<file path="src/logic/flash_prot_pkg.sv">
// Purpose: shared constants of the flash address and protection block
// Assumes: 8-bit register port, 17-bit flash byte address
// Notes: offsets are the byte addresses of the register port
package flash_prot_pkg;
  // widths
  localparam int ADDR_W = 17;
  localparam int DATA_W = 8;
  localparam int REG_ADDR_W = 16;
  localparam int RANGE_W = 15;
  localparam int RANGE_HIGH_W = 7;
  localparam int UNIT_W = 8;
  localparam int BLOCK_W = 4;
  // register offsets
  localparam logic [15:0] OFS_ADDR_MSB = 16'ha012;
  localparam logic [15:0] OFS_RANGE_LOW = 16'ha013;
  localparam logic [15:0] OFS_RANGE_HIGH = 16'ha014;
  localparam logic [15:0] OFS_ADDR_HIGH = 16'ha022;
  localparam logic [15:0] OFS_ADDR_LOW = 16'ha023;
  localparam logic [15:0] OFS_LOWER_BOUND = 16'ha025;
  localparam logic [15:0] OFS_UPPER_BOUND = 16'ha026;
  // reset values
  localparam logic [7:0] RST_ADDR = 8'h00;
  localparam logic [7:0] RST_LOWER_BOUND = 8'hff;
  localparam logic [7:0] RST_UPPER_BOUND = 8'h00;
  localparam logic [7:0] RST_RANGE = 8'h00;
  // field positions and fixed values
  localparam int ADDR_MSB_BIT = 0;
  localparam int UPDATE_EN_BIT = 7;
  localparam int ZONE_UNIT_LSB = 9;
  localparam int READ_BLOCK_LSB = 13;
  localparam logic [7:0] MSB_READ_ONES = 8'h3c;
  localparam logic [7:0] READ_BLANK = 8'h00;
  localparam logic [7:0] UNMAPPED_READ = 8'h00;
endpackage : flash_prot_pkg

</file>
<file path="src/logic/prot_link_if.sv">
// Purpose: carries addresses and protection settings to the checker
// Assumes: one clock domain, purely combinational results
// Notes: top drives settings, checker returns hit flags
`timescale 1ns/1ps
interface prot_link_if;
  logic [16:0] cmd_addr;
  logic [16:0] rd_addr;
  logic [7:0] lower_bound;
  logic [7:0] upper_bound;
  logic [14:0] range_bits;
  logic zone_hit;
  logic read_hit;
  modport owner (output cmd_addr, rd_addr, lower_bound, upper_bound, range_bits, input zone_hit, read_hit);
  modport check (input cmd_addr, rd_addr, lower_bound, upper_bound, range_bits, output zone_hit, read_hit);
endinterface : prot_link_if

</file>
<file path="src/logic/flash_address_and_content_protection.sv">
// Purpose: flash address registers, content zones and read protection
// Assumes: register port and requests come from logic on core_clk
// Notes: every register write needs the timed-access unlock level
// Notes: the port address is decoded once and shared by writes and reads
`timescale 1ns/1ps

module flash_address_and_content_protection (
  input wire logic core_clk, // system clock
  input wire logic sys_rst, // asynchronous reset, any source
  input wire logic [15:0] reg_addr, // register address
  input wire logic reg_wr, // register write strobe
  input wire logic reg_rd, // register read strobe
  input wire logic [7:0] reg_wdata, // register write data
  input wire logic ta_unlock, // timed-access window open
  output logic [7:0] reg_rdata, // register read data
  input wire logic cmd_valid, // flash command issued
  input wire logic cmd_modify, // command is erase or write
  output logic cmd_go, // command may run
  output logic cmd_fail, // command aborted
  output logic [16:0] flash_addr, // composed flash address
  input wire logic rd_valid, // program or byte read data valid
  input wire logic [16:0] rd_addr, // address of that read
  input wire logic [7:0] rd_raw, // byte from the array
  output logic rd_data_valid, // filtered byte valid
  output logic [7:0] rd_data, // filtered byte
  output logic read_protect_on // range programmed
);
  prot_link_if link ();

  logic [7:0] addr_low;
  logic [7:0] addr_high;
  logic addr_msb;
  logic [7:0] lower_zone_bound;
  logic [7:0] upper_zone_bound;
  logic [7:0] read_protect_range_low;
  logic [6:0] range_high;
  logic range_update_enable;
  logic range_locked;
  logic wr_ok;
  logic range_write;
  logic [7:0] next_range_low;
  logic [6:0] next_range_high;
  logic [7:0] next_rdata;
  logic [6:0] reg_sel;
  logic [16:0] cmd_target;
  logic wr_addr_low;
  logic wr_addr_high;
  logic wr_addr_msb;
  logic wr_lower_bound;
  logic wr_upper_bound;
  logic wr_range_low;
  logic wr_range_high;
  logic range_write_low;
  logic range_write_high;
  logic range_any;
  logic enable_request;
  logic range_programmed;
  logic zone_block;
  logic [7:0] filtered_byte;

  // one-hot decode of the register port address, shared by writes and reads
  function automatic logic [6:0] reg_select(input logic [15:0] a);
    logic [6:0] sel;
    sel = 7'h00;
    case (a)
      flash_prot_pkg::OFS_ADDR_LOW: begin
        sel[0] = 1'b1;
      end
      flash_prot_pkg::OFS_ADDR_HIGH: begin
        sel[1] = 1'b1;
      end
      flash_prot_pkg::OFS_ADDR_MSB: begin
        sel[2] = 1'b1;
      end
      flash_prot_pkg::OFS_LOWER_BOUND: begin
        sel[3] = 1'b1;
      end
      flash_prot_pkg::OFS_UPPER_BOUND: begin
        sel[4] = 1'b1;
      end
      flash_prot_pkg::OFS_RANGE_LOW: begin
        sel[5] = 1'b1;
      end
      flash_prot_pkg::OFS_RANGE_HIGH: begin
        sel[6] = 1'b1;
      end
      default: begin
        sel = 7'h00;
      end
    endcase
    return sel;
  endfunction : reg_select

  // decoded register select
  assign reg_sel = reg_select(reg_addr);

  // composed 17-bit flash address
  assign cmd_target = {addr_msb, addr_high, addr_low};

  // checker sees the live settings
  assign link.cmd_addr = cmd_target;
  assign link.rd_addr = rd_addr;
  assign link.lower_bound = lower_zone_bound;
  assign link.upper_bound = upper_zone_bound;
  assign link.range_bits = {range_high, read_protect_range_low};

  prot_check u_check (
    .link(link)
  );

  // a write counts only inside the unlock window
  assign wr_ok = reg_wr && ta_unlock;

  // per-register write strobes, only inside the unlock window
  assign wr_addr_low = wr_ok && reg_sel[0];
  assign wr_addr_high = wr_ok && reg_sel[1];
  assign wr_addr_msb = wr_ok && reg_sel[2];
  assign wr_lower_bound = wr_ok && reg_sel[3];
  assign wr_upper_bound = wr_ok && reg_sel[4];
  assign wr_range_low = wr_ok && reg_sel[5];
  assign wr_range_high = wr_ok && reg_sel[6];

  // address low byte
  always_ff @(posedge core_clk or posedge sys_rst) begin
    if (sys_rst) begin
      addr_low <= flash_prot_pkg::RST_ADDR;
    end else if (wr_addr_low) begin
      addr_low <= reg_wdata;
    end
  end

  // address high byte
  always_ff @(posedge core_clk or posedge sys_rst) begin
    if (sys_rst) begin
      addr_high <= flash_prot_pkg::RST_ADDR;
    end else if (wr_addr_high) begin
      addr_high <= reg_wdata;
    end
  end

  // address bit 16, other bits of the byte ignored
  always_ff @(posedge core_clk or posedge sys_rst) begin
    if (sys_rst) begin
      addr_msb <= 1'b0;
    end else if (wr_addr_msb) begin
      addr_msb <= reg_wdata[flash_prot_pkg::ADDR_MSB_BIT];
    end
  end

  // composed address copy for the array sequencer
  always_ff @(posedge core_clk or posedge sys_rst) begin
    if (sys_rst) begin
      flash_addr <= 17'h0_0000;
    end else begin
      flash_addr <= cmd_target;
    end
  end

  // lower zone bound, starts fully protecting
  always_ff @(posedge core_clk or posedge sys_rst) begin
    if (sys_rst) begin
      lower_zone_bound <= flash_prot_pkg::RST_LOWER_BOUND;
    end else if (wr_lower_bound) begin
      lower_zone_bound <= reg_wdata;
    end
  end

  // upper zone bound, starts fully protecting
  always_ff @(posedge core_clk or posedge sys_rst) begin
    if (sys_rst) begin
      upper_zone_bound <= flash_prot_pkg::RST_UPPER_BOUND;
    end else if (wr_upper_bound) begin
      upper_zone_bound <= reg_wdata;
    end
  end

  // a write that may change the range bits
  assign range_write = range_update_enable && (wr_range_low || wr_range_high);

  // granted range writes, one per register
  assign range_write_low = range_write && wr_range_low;
  assign range_write_high = range_write && wr_range_high;

  // next range values: or-in only, writes of zero change nothing
  always_comb begin
    next_range_low = read_protect_range_low;
    next_range_high = range_high;
    if (range_write_low) begin
      next_range_low = read_protect_range_low | reg_wdata;
    end
    if (range_write_high) begin
      next_range_high = range_high | reg_wdata[6:0];
    end
  end

  // low range bits, cleared only by reset
  always_ff @(posedge core_clk or posedge sys_rst) begin
    if (sys_rst) begin
      read_protect_range_low <= flash_prot_pkg::RST_RANGE;
    end else begin
      read_protect_range_low <= next_range_low;
    end
  end

  // high range bits, cleared only by reset
  always_ff @(posedge core_clk or posedge sys_rst) begin
    if (sys_rst) begin
      range_high <= 7'h00;
    end else begin
      range_high <= next_range_high;
    end
  end

  // any range bit standing or about to be set
  assign range_any = (next_range_low != 8'h00) || (next_range_high != 7'h00);

  // lock once any range bit has been set
  always_ff @(posedge core_clk or posedge sys_rst) begin
    if (sys_rst) begin
      range_locked <= 1'b0;
    end else if (range_any) begin
      range_locked <= 1'b1;
    end
  end

  // software asks for the update enable with bit 7 of the high range register
  assign enable_request = wr_range_high && reg_wdata[flash_prot_pkg::UPDATE_EN_BIT];

  // update enable: set by 80 write, dropped for good after a range is set
  always_ff @(posedge core_clk or posedge sys_rst) begin
    if (sys_rst) begin
      range_update_enable <= 1'b0;
    end else if (range_locked || range_any) begin
      range_update_enable <= 1'b0;
    end else if (enable_request) begin
      range_update_enable <= 1'b1;
    end
  end

  // some range bit is programmed
  assign range_programmed = (read_protect_range_low != 8'h00) || (range_high != 7'h00);

  // read protection active flag
  always_ff @(posedge core_clk or posedge sys_rst) begin
    if (sys_rst) begin
      read_protect_on <= 1'b0;
    end else begin
      read_protect_on <= range_programmed;
    end
  end

  // register read mux, unmapped reads give zero
  always_comb begin
    next_rdata = flash_prot_pkg::UNMAPPED_READ;
    case (reg_sel)
      7'h01: begin
        next_rdata = addr_low;
      end
      7'h02: begin
        next_rdata = addr_high;
      end
      7'h04: begin
        next_rdata = flash_prot_pkg::MSB_READ_ONES | {7'h00, addr_msb};
      end
      7'h08: begin
        next_rdata = lower_zone_bound;
      end
      7'h10: begin
        next_rdata = upper_zone_bound;
      end
      7'h20: begin
        next_rdata = read_protect_range_low;
      end
      7'h40: begin
        next_rdata = {range_update_enable, range_high};
      end
      default: begin
        next_rdata = flash_prot_pkg::UNMAPPED_READ;
      end
    endcase
  end

  // read data register, held between reads
  always_ff @(posedge core_clk or posedge sys_rst) begin
    if (sys_rst) begin
      reg_rdata <= 8'h00;
    end else if (reg_rd) begin
      reg_rdata <= next_rdata;
    end
  end

  // erase or write aimed into a protection zone
  assign zone_block = cmd_modify && link.zone_hit;

  // go pulse a cycle after issue
  always_ff @(posedge core_clk or posedge sys_rst) begin
    if (sys_rst) begin
      cmd_go <= 1'b0;
    end else begin
      cmd_go <= cmd_valid && !zone_block;
    end
  end

  // fail pulse a cycle after issue
  always_ff @(posedge core_clk or posedge sys_rst) begin
    if (sys_rst) begin
      cmd_fail <= 1'b0;
    end else begin
      cmd_fail <= cmd_valid && zone_block;
    end
  end

  // byte as the program sees it, blank inside the protected range
  assign filtered_byte = link.read_hit ? flash_prot_pkg::READ_BLANK : rd_raw;

  // filtered byte valid, one pulse per read
  always_ff @(posedge core_clk or posedge sys_rst) begin
    if (sys_rst) begin
      rd_data_valid <= 1'b0;
    end else begin
      rd_data_valid <= rd_valid;
    end
  end

  // filtered byte, held between reads
  always_ff @(posedge core_clk or posedge sys_rst) begin
    if (sys_rst) begin
      rd_data <= 8'h00;
    end else if (rd_valid) begin
      rd_data <= filtered_byte;
    end
  end
endmodule : flash_address_and_content_protection

</file>
<file path="src/logic/prot_check.sv">
// Purpose: decodes content protection zones and read protection range
// Assumes: settings are stable register values
// Notes: combinational; the owner registers the results
`timescale 1ns/1ps
module prot_check (
  prot_link_if.check link // settings in, hit flags out
);
  logic [7:0] unit;
  logic [3:0] start_block;
  logic [3:0] rd_block;

  // first block index protected, 0 when no range bit is set
  function automatic logic [3:0] first_block(input logic [14:0] bits);
    logic [3:0] idx;
    idx = 4'h0;
    for (int i = 14; i >= 0; i--) begin
      if (bits[i]) begin
        idx = 4'(i + 1); // lower index overrides higher
      end
    end
    return idx;
  endfunction : first_block

  // 512-byte unit of the command target
  assign unit = link.cmd_addr[16:flash_prot_pkg::ZONE_UNIT_LSB];
  // lower zone units below bound, upper zone units above bound
  assign link.zone_hit = (unit < link.lower_bound) || (unit > link.upper_bound);
  // 8KB block of the read address
  assign rd_block = link.rd_addr[16:flash_prot_pkg::READ_BLOCK_LSB];
  assign start_block = first_block(link.range_bits);
  assign link.read_hit = (start_block != 4'h0) && (rd_block >= start_block);
endmodule : prot_check

</file>
<file path="config.mk">
export PLATFORM = sky130hd
export DESIGN_NAME = flash_address_and_content_protection
export DESIGN_NICKNAME = d
export VERILOG_FILES = /design/src/logic/flash_prot_pkg.sv /design/src/logic/prot_link_if.sv /design/src/logic/flash_address_and_content_protection.sv /design/src/logic/prot_check.sv
export SDC_FILE = /design/constraint.sdc
export NUM_CORES = 1
export LEC_CHECK = 0
export ABC_AREA = 1
export BUFFER_PORTS_ARGS = -buffer_cell sky130_fd_sc_hd__buf_2
export CORE_ASPECT_RATIO = 1.4
export CORE_MARGIN = 2
export CORE_UTILIZATION = 50
export DETAILED_ROUTE_END_ITERATION = 16
export GPL_ROUTABILITY_DRIVEN = 0
export PLACE_DENSITY = 0.75
export SETUP_SLACK_MARGIN = 0.4
export SLEW_MARGIN = 0
export SYNTH_ARGS = -nofsm -noshare
export SYNTH_HDL_FRONTEND = slang
export SYNTH_SLANG_ARGS = --single-unit
</file>
<file path="constraint.sdc">
create_clock -name core_clk -period 7.9 [get_ports core_clk]
set_input_delay 0.79 -clock core_clk [delete_from_list [all_inputs] [get_ports core_clk]]
set_output_delay 0.79 -clock core_clk [all_outputs]
set_load 0.1 [all_outputs]
</file>
Yosys cells after proc, flatten, opt, wreduce, memory -nomap -nowiden
Index checks and enable logic that the tools add are counted.
{"block": "op_classes", "add_sub_neg": 0, "mul": 0, "n_div": 0, "order_cmp": 3, "n_eq_ne": 14, "shifts": 0, "mux": 28, "bitwise_logic": 2, "reduce_logical": 28}
{"op": "$eq 16x16->1 const B", "count": 7}
{"op": "$mux 4", "count": 15}
{"op": "$pmux 8 s7", "count": 1}
{"op": "$logic_and 1x1->1", "count": 16}
{"op": "$mux 8", "count": 2}
{"op": "$reduce_bool 8->1", "count": 2}
{"op": "$reduce_bool 7->1", "count": 2}
{"op": "$mux 1", "count": 9}
{"op": "$gt 8x8->1", "count": 1}
{"op": "$lt 8x8->1", "count": 1}
{"op": "$or 8x8->8", "count": 1}
{"op": "$eq 7x1->1 const B", "count": 1}
{"op": "$eq 7x2->1 const B", "count": 1}
{"op": "$eq 7x3->1 const B", "count": 1}
{"op": "$eq 7x4->1 const B", "count": 1}
{"op": "$eq 7x5->1 const B", "count": 1}
{"op": "$eq 7x6->1 const B", "count": 1}
{"op": "$eq 7x7->1 const B", "count": 1}
{"op": "$mux 7", "count": 1}
{"op": "$or 7x7->7", "count": 1}
{"op": "$logic_or 1x1->1", "count": 5}
{"op": "$ge 4x4->1", "count": 1}
{"op": "$reduce_bool 4->1", "count": 1}
{"op": "$reduce_bool 2->1", "count": 1}
{"op": "$logic_not 1->1", "count": 1}
{"block": "totals", "ff_bits": 87, "latchBits": 0, "ramBits": 0, "romBits": 0, "input_bits": 57, "out_inout_bits": 37, "elab_cells": 91, "mem_count": 0}

Depth between registers and ports, before layout
Gate-level depths: netlist of run 1.
{"block": "logic_depth", "depth_word": 18, "depth_mapped": 22, "ltp_nobuf": 22}

Cells and area by module
From an unflattened synthesis of run 1, not the netlist that was laid out.
{"block": "hier_totals", "cells_unflattened": 526, "hier_area_um2": 4516.8}
{"module": "flash_address_and_content_protection", "instances": 1, "cells_per_inst": 408, "area_each_um2": 3838.7, "seq_area_each_um2": 2187.1}
{"module": "prot_check", "instances": 1, "cells_per_inst": 118, "area_each_um2": 678.2, "seq_area_each_um2": 0.0}

Least setup slack after synthesis of run 1
OpenSTA, ideal clock, no wires.
{"block": "synth_timing", "path_kind": "register to register", "startpoint": "register range_high[4]", "endpoint": "register rd_data[0]", "arrival_time_ns": 2.199, "setup_slack_ns": 5.619, "path_stages_with_launch": 23, "path_buffers": 0, "synth_period_minus_slack_ns": 2.281, "path_cell_list": "dfrtp_1 inv_1 o21ai_0 nand2_1 nand2_1 nand2_1 nand2_1 nand2_1 nand2_1 nand2_1 nand2_1 nand2_1 nand2_1 nand2_1 nand2_1 ha_1 inv_1 a21boi_0 o21a_1 o21a_1 o21ai_1 nand3_1 o21ai_0"}
{"block": "synth_via", "elab_chain_cells": 16, "word_cells_on_any_way": 17}
{"item": "start: declaration", "line_no": "flash_address_and_content_protection.sv:36", "source": "logic [6:0] range_high;"}
{"item": "start signal: assignment", "line_no": "flash_address_and_content_protection.sv:210", "source": "range_high <= next_range_high;"}
{"item": "$mux 4 * (13 in series)", "line_no": "prot_check.sv:17", "source": "if (bits[i]) begin"}
{"item": "$ge 4x4->1 / $reduce_bool 4->1 (equally long branches)", "line_no": "prot_check.sv:31", "source": "assign link.read_hit = (start_block != 4'h0) && (rd_block >= start_block);"}
{"item": "$logic_and 1x1->1 *", "line_no": "prot_check.sv:31"}
{"item": "$mux 8 *", "line_no": "flash_address_and_content_protection.sv:314", "source": "assign filtered_byte = link.read_hit ? flash_prot_pkg::READ_BLANK : rd_raw;"}
{"item": "end signal: assignment", "line_no": "flash_address_and_content_protection.sv:330", "source": "rd_data <= filtered_byte;"}
{"item": "end: declaration", "line_no": "flash_address_and_content_protection.sv:25", "source": "output logic [7:0] rd_data,"}
Mark *: on every way between the ends. The rest lies on a longest branch, timed or not.
A chain may end at the register's enable or synchronous reset.

Worst setup path after layout of run 1
{"block": "layout_timing", "startpoint": "register range_high[4]", "endpoint": "register rd_data[6]"}
The elaborated chain is that of the path after synthesis.

==> metrics.yaml, run 1 <==
crit_arrival_ns: 3.02
worst-path-buf-inv: 2
first_pass_iters: 5
worst_pin_slew_ns: 1.04
finalPower_mw: 0.941
synthTopCellsByArea: "dfrtp_1 47%, nand2_1 8.4%, o21ai_0 7.5%, inv_1 7.2%, ha_1 5.7%"
r2r-start: "range_high[4]$_DFF_PP0_"
required_ns: 8.15
wl_per_cell_um: 14.5
multiInputGateArea_um2: 1650
setup_viol: 0
io_buffers: 80
synthCells: 485
antenna_cells: 0
fmax_mhz: 360
hpwl_mm: 7.41
grt_max_degree: 88
crit_path_end_kind: "flip-flop"
die_y_um: 112
route.final.wire_length_mm: 9.80
hold_viol: 0
h-tree-depth: 3
startpoint_type: "flip-flop"
crit_path_cell_trace: "inv_1, o21ai_0, nand2_1, nand2_1, nand2_1, nand2_1, nand2_1, nand2_1, nand2_1, nand2_1, nand2_1, nand2_1, nand2_1, nand2_1, ha_1, inv_1, a21boi_0, o21a_1, o21a_1, o21ai_1, nand3_1, o21ai_0"
cp_max_fo: 8
slew_headroom: 0.304
p_per_area_nw_per_um2: 189
first_iter_violations: 314
drc: 0
clock-sinks: 87
dieArea_um2: 9110
grt_setup_unrepaired: "no"
worstHoldPathType: "flip-flop to flip-flop"
die_w_um: 81.3
max_stage_delay_ns: 0.47
nFillCells: 694
post_cts_buffers: 0
yosysSeqAreaShare: 0.524
postSynthAreaPerCell_um2: 8.61
ant_nets: 0
fin_cells: 676
synth.distinct_cells: 33
nets: 646
clockRootBuffer: "clkbuf_16"
coreArea_um2: 8150
grt_use_total: 0.230
viasPerCell: 5.39
cp-startpoint: "range_high[4]$_DFF_PP0_"
min_from: "addr_low[4]$_DFFE_PP0P_"
synth_top_area_share: 0.473
clkTransAtPathRegs_ns: 0.06
grt_pass1_vias: 3480
cts-buffers-inserted: 9
finalSetupTns_ns: 0
ys_warn_count: 0
yosys.area.top_type: "dfrtp_1"
synth_seq_cells: 87
cts_resized: 0
fin_area_um2: 4970
timing.critical_path.mode_cell: "nand2_1"
vias: 3641
final_max_slew_viol_count: 0
crit_type: "flip-flop to flip-flop"
grt_pass1_wl_mm: 15.9
max-cap-violations: 0
post-route-period-util: 0.351
postPlaceCellArea_um2: 4680
cts_tree: "done"
vdd_ir_drop_max_mv: 0.117
netlist_area_um2: 4180
outcome: "finished clean"
syn_nets: 561
dp_cells: 661
holdBufCountCts: 0
drive_gt1_frac: 0.209
rows: 39
min_period_ns: 2.77
p_leak_nw: 2.51
clk_latency_ns: 0.34
fin_skew_ns: 0.00804
pin_count: 94
slowest_stage: "o21ai_1"
grt-ovfl-total: 0
antenna_found_initial: 0
seq_area_um2: 2190
syn_to_final_growth_pct: 19.0
clk_path_buf_depth: 2
start_util: 0.513
cpLargestDelayFamily: "compound AO/OA/AOI/OAI gates"
post-route-util: 0.610
## layer usage
| metal | global-route usage | share of wire | vias to the layer above |
|---|---|---|---|
| li1 | - | - | 1753 |
| met1 | 0.281 | 0.40 | 1688 |
| met2 | 0.377 | 0.48 | 168 |
| met3 | 0.0265 | 0.073 | 32 |
| met4 | 0.151 | 0.050 | 0 |
| met5 | 0 | 0 | - |
## power by group
group          switching [mW]  internal (mW)  leakage [nW]
logic                  0.0585         0.0153          1.28
clock network           0.165          0.251         0.141
registers             0.00156          0.450          1.09
## worst reg2reg max path, delay by kind of cell (launching register included)
kind / cells / cell delay [ns]
flip-flops: 1 / 0.39
AO/OA/AOI/OAI: 6 / 1.11
AND/OR/NAND/NOR: 13 / 0.75
buffers and inverters: 2 / 0.17
adder cells (fa/ha/maj): 1 / 0.27
## Yosys cell counts
master / number
a21boi_0: 1
ha_1: 19
nand3_1: 35
o21ai_0: 63
nand4_1: 3
and3_1: 1
and2_1: 1
buf_1: 1
o21ai_1: 1
buf_6: 1
nand2_4: 1
nor3b_4: 1
o22ai_1: 16
dfstp_2: 8
o31ai_1: 1
o311ai_0: 1
nand2_2: 1
o21ai_2: 8
nor3_2: 1
nor4_1: 3
a21oi_1: 15
o21bai_1: 2
inv_1: 80
o21a_1: 2
buf_2: 1
nand2_1: 93
nor2_2: 2
buf_4: 1
dfrtp_1: 79
nor2_1: 38
nor2_4: 1
nand3b_1: 1
clkbuf_1: 3
## worst paths after layout
kind                                                         to  slack [ns]  depth (start not counted)
worst min register to register          flash_addr[4]$_DFF_PP0_        0.41                          0
min in group asynchronous               flash_addr[8]$_DFF_PP0_        0.77                          3
worst min-delay path                    flash_addr[4]$_DFF_PP0_        0.41                          0
worst max-delay path                     rd_data[6]$_DFFE_PP0P_        5.13                         22
max in group asynchronous       link.upper_bound[4]$_DFFE_PP0P_        6.45                          3
worst max register to register           rd_data[6]$_DFFE_PP0P_        5.13                         22
## state kept, by name, indices dropped and copies added, names as in the netlist
name / count
read_protect_range_low: 8
rd_data_valid: 1
cmd_go: 1
cmd_fail: 1
link.upper_bound: 8
reg_rdata: 8
addr_high: 8
range_update_enable: 1
flash_addr: 17
range_locked: 1
read_protect_on: 1
rd_data: 8
link.lower_bound: 8
addr_msb: 1
range_high: 7
addr_low: 8
## area by class of cell
cell class              count  share of cell area
clock inverters             5              0.0118
clock buffers              10              0.0481
flip-flops and latches     87               0.440
multi-input cells         311               0.332
inverters                  80              0.0606
repair buffers             81              0.0820
well taps                 102              0.0257
## placed cells by master, fill, tap and decap left out, types with 2 or more instances in the layout
cell         n
nor2_1      38
o21ai_0     63
buf_2       80
o21a_1       2
inv_1       79
a21oi_1     15
nand2_1     93
nand3_1     35
nor2_2       2
nor4_1       3
nand4_1      3
dfstp_2      8
o21bai_1     2
o21ai_2      8
dfrtp_1     79
o22ai_1     16
clkbuf_16    9
ha_1        19
clkinv_2     2
clkinvlp_4   2
## cells by family after synthesis
group                    after synthesis  share of synthesized area
buffers and inverters                 87                     0.0812
flip-flops                            87                      0.524
adder cells (fa/ha/maj)               19                     0.0569
AND/OR/NAND/NOR                      182                      0.190
AO/OA/AOI/OAI                        110                      0.148
## stage by stage
stage	hold WS [ns]	worst slack (ns)
2_1_floorplan	0.374	4.87
3_3_place_gp	0.396	5.29
3_5_place_dp	0.398	5.19
4_1_cts	0.413	5.13
5_1_grt	0.425	4.83
6_report	0.412	5.13
Power figures use the tool's default switching activity.
==> run 2: changes to the inputs <==
ABC_AREA = 0   (was 1)
CORE_UTILIZATION = 48   (was 50)
clock period = 2.43 ns   (was 7.9 ns; I/O delays follow)
==> metrics.yaml, run 2 <==
wl_per_cell_um: 17.5  # was 14.5 µm
final_common_cell: "buf_2"  # was nand2_1
io_buffers: 80  # unchanged
synthTopCellsByCount: "79 x dfrtp_1, 26 x inv_1, 26 x mux2_2"  # was 93 x nand2_1, 80 x inv_1, 79 x dfrtp_1
worst_pin_slew_ns: 0.557  # was 1.04 ns
combPwrFrac: 0.113  # was 0.078
clk_path_buf_depth: 2  # unchanged
cts-buffers-inserted: 9  # unchanged
max-cap-violations: 0  # unchanged
yosysSeqAreaShare: 0.541  # was 0.524
cp_max_fo: 8  # unchanged
mostFrequentLayoutCells: "80 x buf_2, 76 x dfrtp_1, 26 x mux2_2, 25 x inv_1, 21 x nand2_1"  # was 93 x nand2_1, 80 x buf_2, 79 x inv_1, 79 x dfrtp_1, 63 x o21ai_0
pin_count: 94  # unchanged
fin_cells: 555  # was 676
nets: 524  # was 646
netlist_area_um2: 4040  # was 4180 µm²
start_util: 0.496  # was 0.513
reg2reg_depth: 9  # was 22
synth_seq_cells: 87  # unchanged
ant_nets: 0  # unchanged
ys_warn_count: 0  # unchanged
yosysMostFrequentCell: "dfrtp_1"  # was nand2_1
holdBufCountCts: 0  # unchanged
die_w_um: 81.6  # was 81.3 µm
grt_max_degree: 88  # unchanged
pwr-share-clk: 0.410  # was 0.442
crit_type: "flip-flop to flip-flop"  # unchanged
viasPerCell: 5.71  # was 5.39
ys_async_sr_fraction: 1.00  # unchanged
crit_path_end_kind: "flip-flop"  # unchanged
route.final.wire_length_mm: 9.74  # was 9.80 mm
synth_top_area_share: 0.489  # was 0.473
syn_nets: 425  # was 561
clk_latency_ns: 0.34  # about the same
clkTransAtPathRegs_ns: 0.06  # about the same
die_y_um: 113  # was 112 µm
switchingPower_mw: 0.850  # was 0.225 mW
synthTopCellsByArea: "dfrtp_1 49%, mux2_2 7.2%, ha_1 5.9%, dfstp_2 5.2%, a21o_1 3.3%"  # was dfrtp_1 47%, nand2_1 8.4%, o21ai_0 7.5%, inv_1 7.2%, ha_1 5.7%
post-route-util: 0.614  # was 0.610
dieArea_um2: 9180  # was 9110 µm²
cts_tree: "done"  # unchanged
largest_register_ffs: 17  # unchanged
clockRootBuffer: "clkbuf_16"  # unchanged
first_iter_violations: 209  # was 314
synth-edff-count: 0  # unchanged
r2r-start: "read_protect_range_low[7]$_DFF_PP0_"  # was range_high[4]$_DFF_PP0_
required_ns: 2.71  # was 8.15 ns
netSwitchingFraction: 0.272  # was 0.239
finalSetupTns_ns: 0  # unchanged
dp_cells: 535  # was 661
slew_headroom: 0.627  # was 0.304
vias: 3167  # was 3641
fmax_mhz: 439  # was 360 MHz
grt_setup_unrepaired: "yes"  # was no
postSynthAreaPerCell_um2: 11.6  # was 8.61 µm²
final_max_slew_viol_count: 0  # unchanged
grt_pass1_wl_mm: 15.6  # was 15.9 mm
regMostFlops: "flash_addr"  # unchanged
grt-ovfl-total: 0  # unchanged
grt_pass1_vias: 3205  # was 3480
clock-sinks: 87  # unchanged
hold_viol: 0  # unchanged
vdd_ir_drop_max_mv: 0.402  # was 0.117 mV
p_per_area_nw_per_um2: 624  # was 189 nW/µm²
setup_viol: 0  # unchanged
antenna_cells: 0  # unchanged
min_period_ns: 2.28  # was 2.77 ns
synth_top_flop_cell: "dfrtp_1"  # unchanged
rows: 39  # unchanged
cp-startpoint: "read_protect_range_low[7]$_DFF_PP0_"  # was range_high[4]$_DFF_PP0_
worstHoldPathType: "input port to asynchronous set/reset pin"  # was flip-flop to flip-flop
crit_arrival_ns: 2.56  # was 3.02 ns
outcome: "finished clean"  # unchanged
syn_to_final_growth_pct: 23.7  # was 19.0%
hpwl_mm: 7.24  # was 7.41 mm
grt_use_total: 0.229  # was 0.230
h-tree-depth: 3  # unchanged
first_pass_iters: 7  # was 5
antenna_found_initial: 0  # unchanged
coreArea_um2: 8150  # unchanged
startpoint_type: "flip-flop"  # unchanged
drive_gt1_frac: 0.377  # was 0.209
drc: 0  # unchanged
synthCells: 349  # was 485
yosys.area.top_type: "dfrtp_1"  # unchanged
p_int_mw: 2.27  # was 0.716 mW
synth.distinct_cells: 48  # was 33
fin_skew_ns: 0.00882  # was 0.00804 ns
p_seq_frac: 0.476  # was 0.479
p_leak_nw: 2.54  # was 2.51 nW
post-route-period-util: 0.938  # was 0.351
[run 2: cell count changes after synthesis, sizes merged, moves of 23 or more]
cell	delta
nand2	-74
o21ai	-56
inv	-54
mux2	+26
nand3	-25
nor2	-23
[run 2: worst paths after layout]
kind	end	slack, ns
setup / recovery	rd_data[7]$_DFFE_PP0P_	0.15
hold / removal	flash_addr[10]$_DFF_PP0_	0.01
setup reg to reg	rd_data[7]$_DFFE_PP0P_	0.15
hold reg to reg	flash_addr[7]$_DFF_PP0_	0.41
max in group asynchronous	link.lower_bound[6]$_DFFE_PP1P_	2.03
min in group core_clk	rd_data_valid$_DFF_PP0_	0.04
[run 2: per-stage QoR]
step	area [µm²]	total power [mW]	hold slack [ns]	setup slack [ns]
after detailed placement	4640	1.87	0.387	0.104
after floorplan	4050	1.76	0.274	0.268
final	5000	3.12	0.0126	0.151
after global placement	4640	1.86	0.389	0.170
after global routing	5000	3.22	0.0428	0.0483
after CTS	4950	3.14	0.0392	0.106
[run 2: what timing repair did]
action | CTS | global route
resized for setup | 2 | 8
setup buffers | 1 | 3
setup endpoints to repair | 8 | 10
pin swaps | 10 | 8
gates cloned | 0 | 0
hold endpoints to repair | 0 | 0
[run 2: routing by layer]
layer / vias up / global-route usage / wire length (µm) / share of wire
li1: 1499 / - / - / -
met1: 1558 / 0.276 / 3880 / 0.40
met2: 91 / 0.387 / 5190 / 0.53
met3: 19 / 0.0490 / 364 / 0.037
met4: 0 / 0.102 / 303 / 0.031
met5: - / 0 / 0 / 0
[run 2: power by group through the flow]
stage | Combinational [mW] | Clock, mW | Sequential (mW)
CTS | 0.356 | 1.30 | 1.49
finish | 0.353 | 1.28 | 1.49
global route | 0.374 | 1.36 | 1.49
floorplan | 0.0758 | 0 | 1.68
global placement | 0.348 | 0 | 1.51
detailed placement | 0.355 | 0 | 1.51
[run 2: kinds of logic after synthesis]
| kind of cell | after synthesis | share of synthesized area |
|---|---|---|
| adder cells (fa/ha/maj) | 19 | 0.0588 |
| flip-flops | 87 | 0.541 |
| buffers and inverters | 32 | 0.0300 |
| AND/OR/NAND/NOR | 98 | 0.138 |
| AO/OA/AOI/OAI | 87 | 0.159 |
| multiplexers | 26 | 0.0724 |
[run 2: final cells by class]
cell class,instances,area [µm²]
clock buffers,10,239
clock inverters,6,43.8
fillers,645,3150
inverters,26,101
multi-input cells,230,1780
flip-flops and latches,87,2190
well taps,102,128
repair buffers,94,518
[run 2: worst max-delay path, stage by stage (launching register included)]
cell and delay, ns:
dfrtp_2 0.44, buf_4 0.15, nor4_1 0.45, inv_1 0.07, o21ai_0 0.15, nand2_1 0.08, ha_1 0.29, a211oi_2 0.21
o21a_2 0.23, a22o_1 0.16
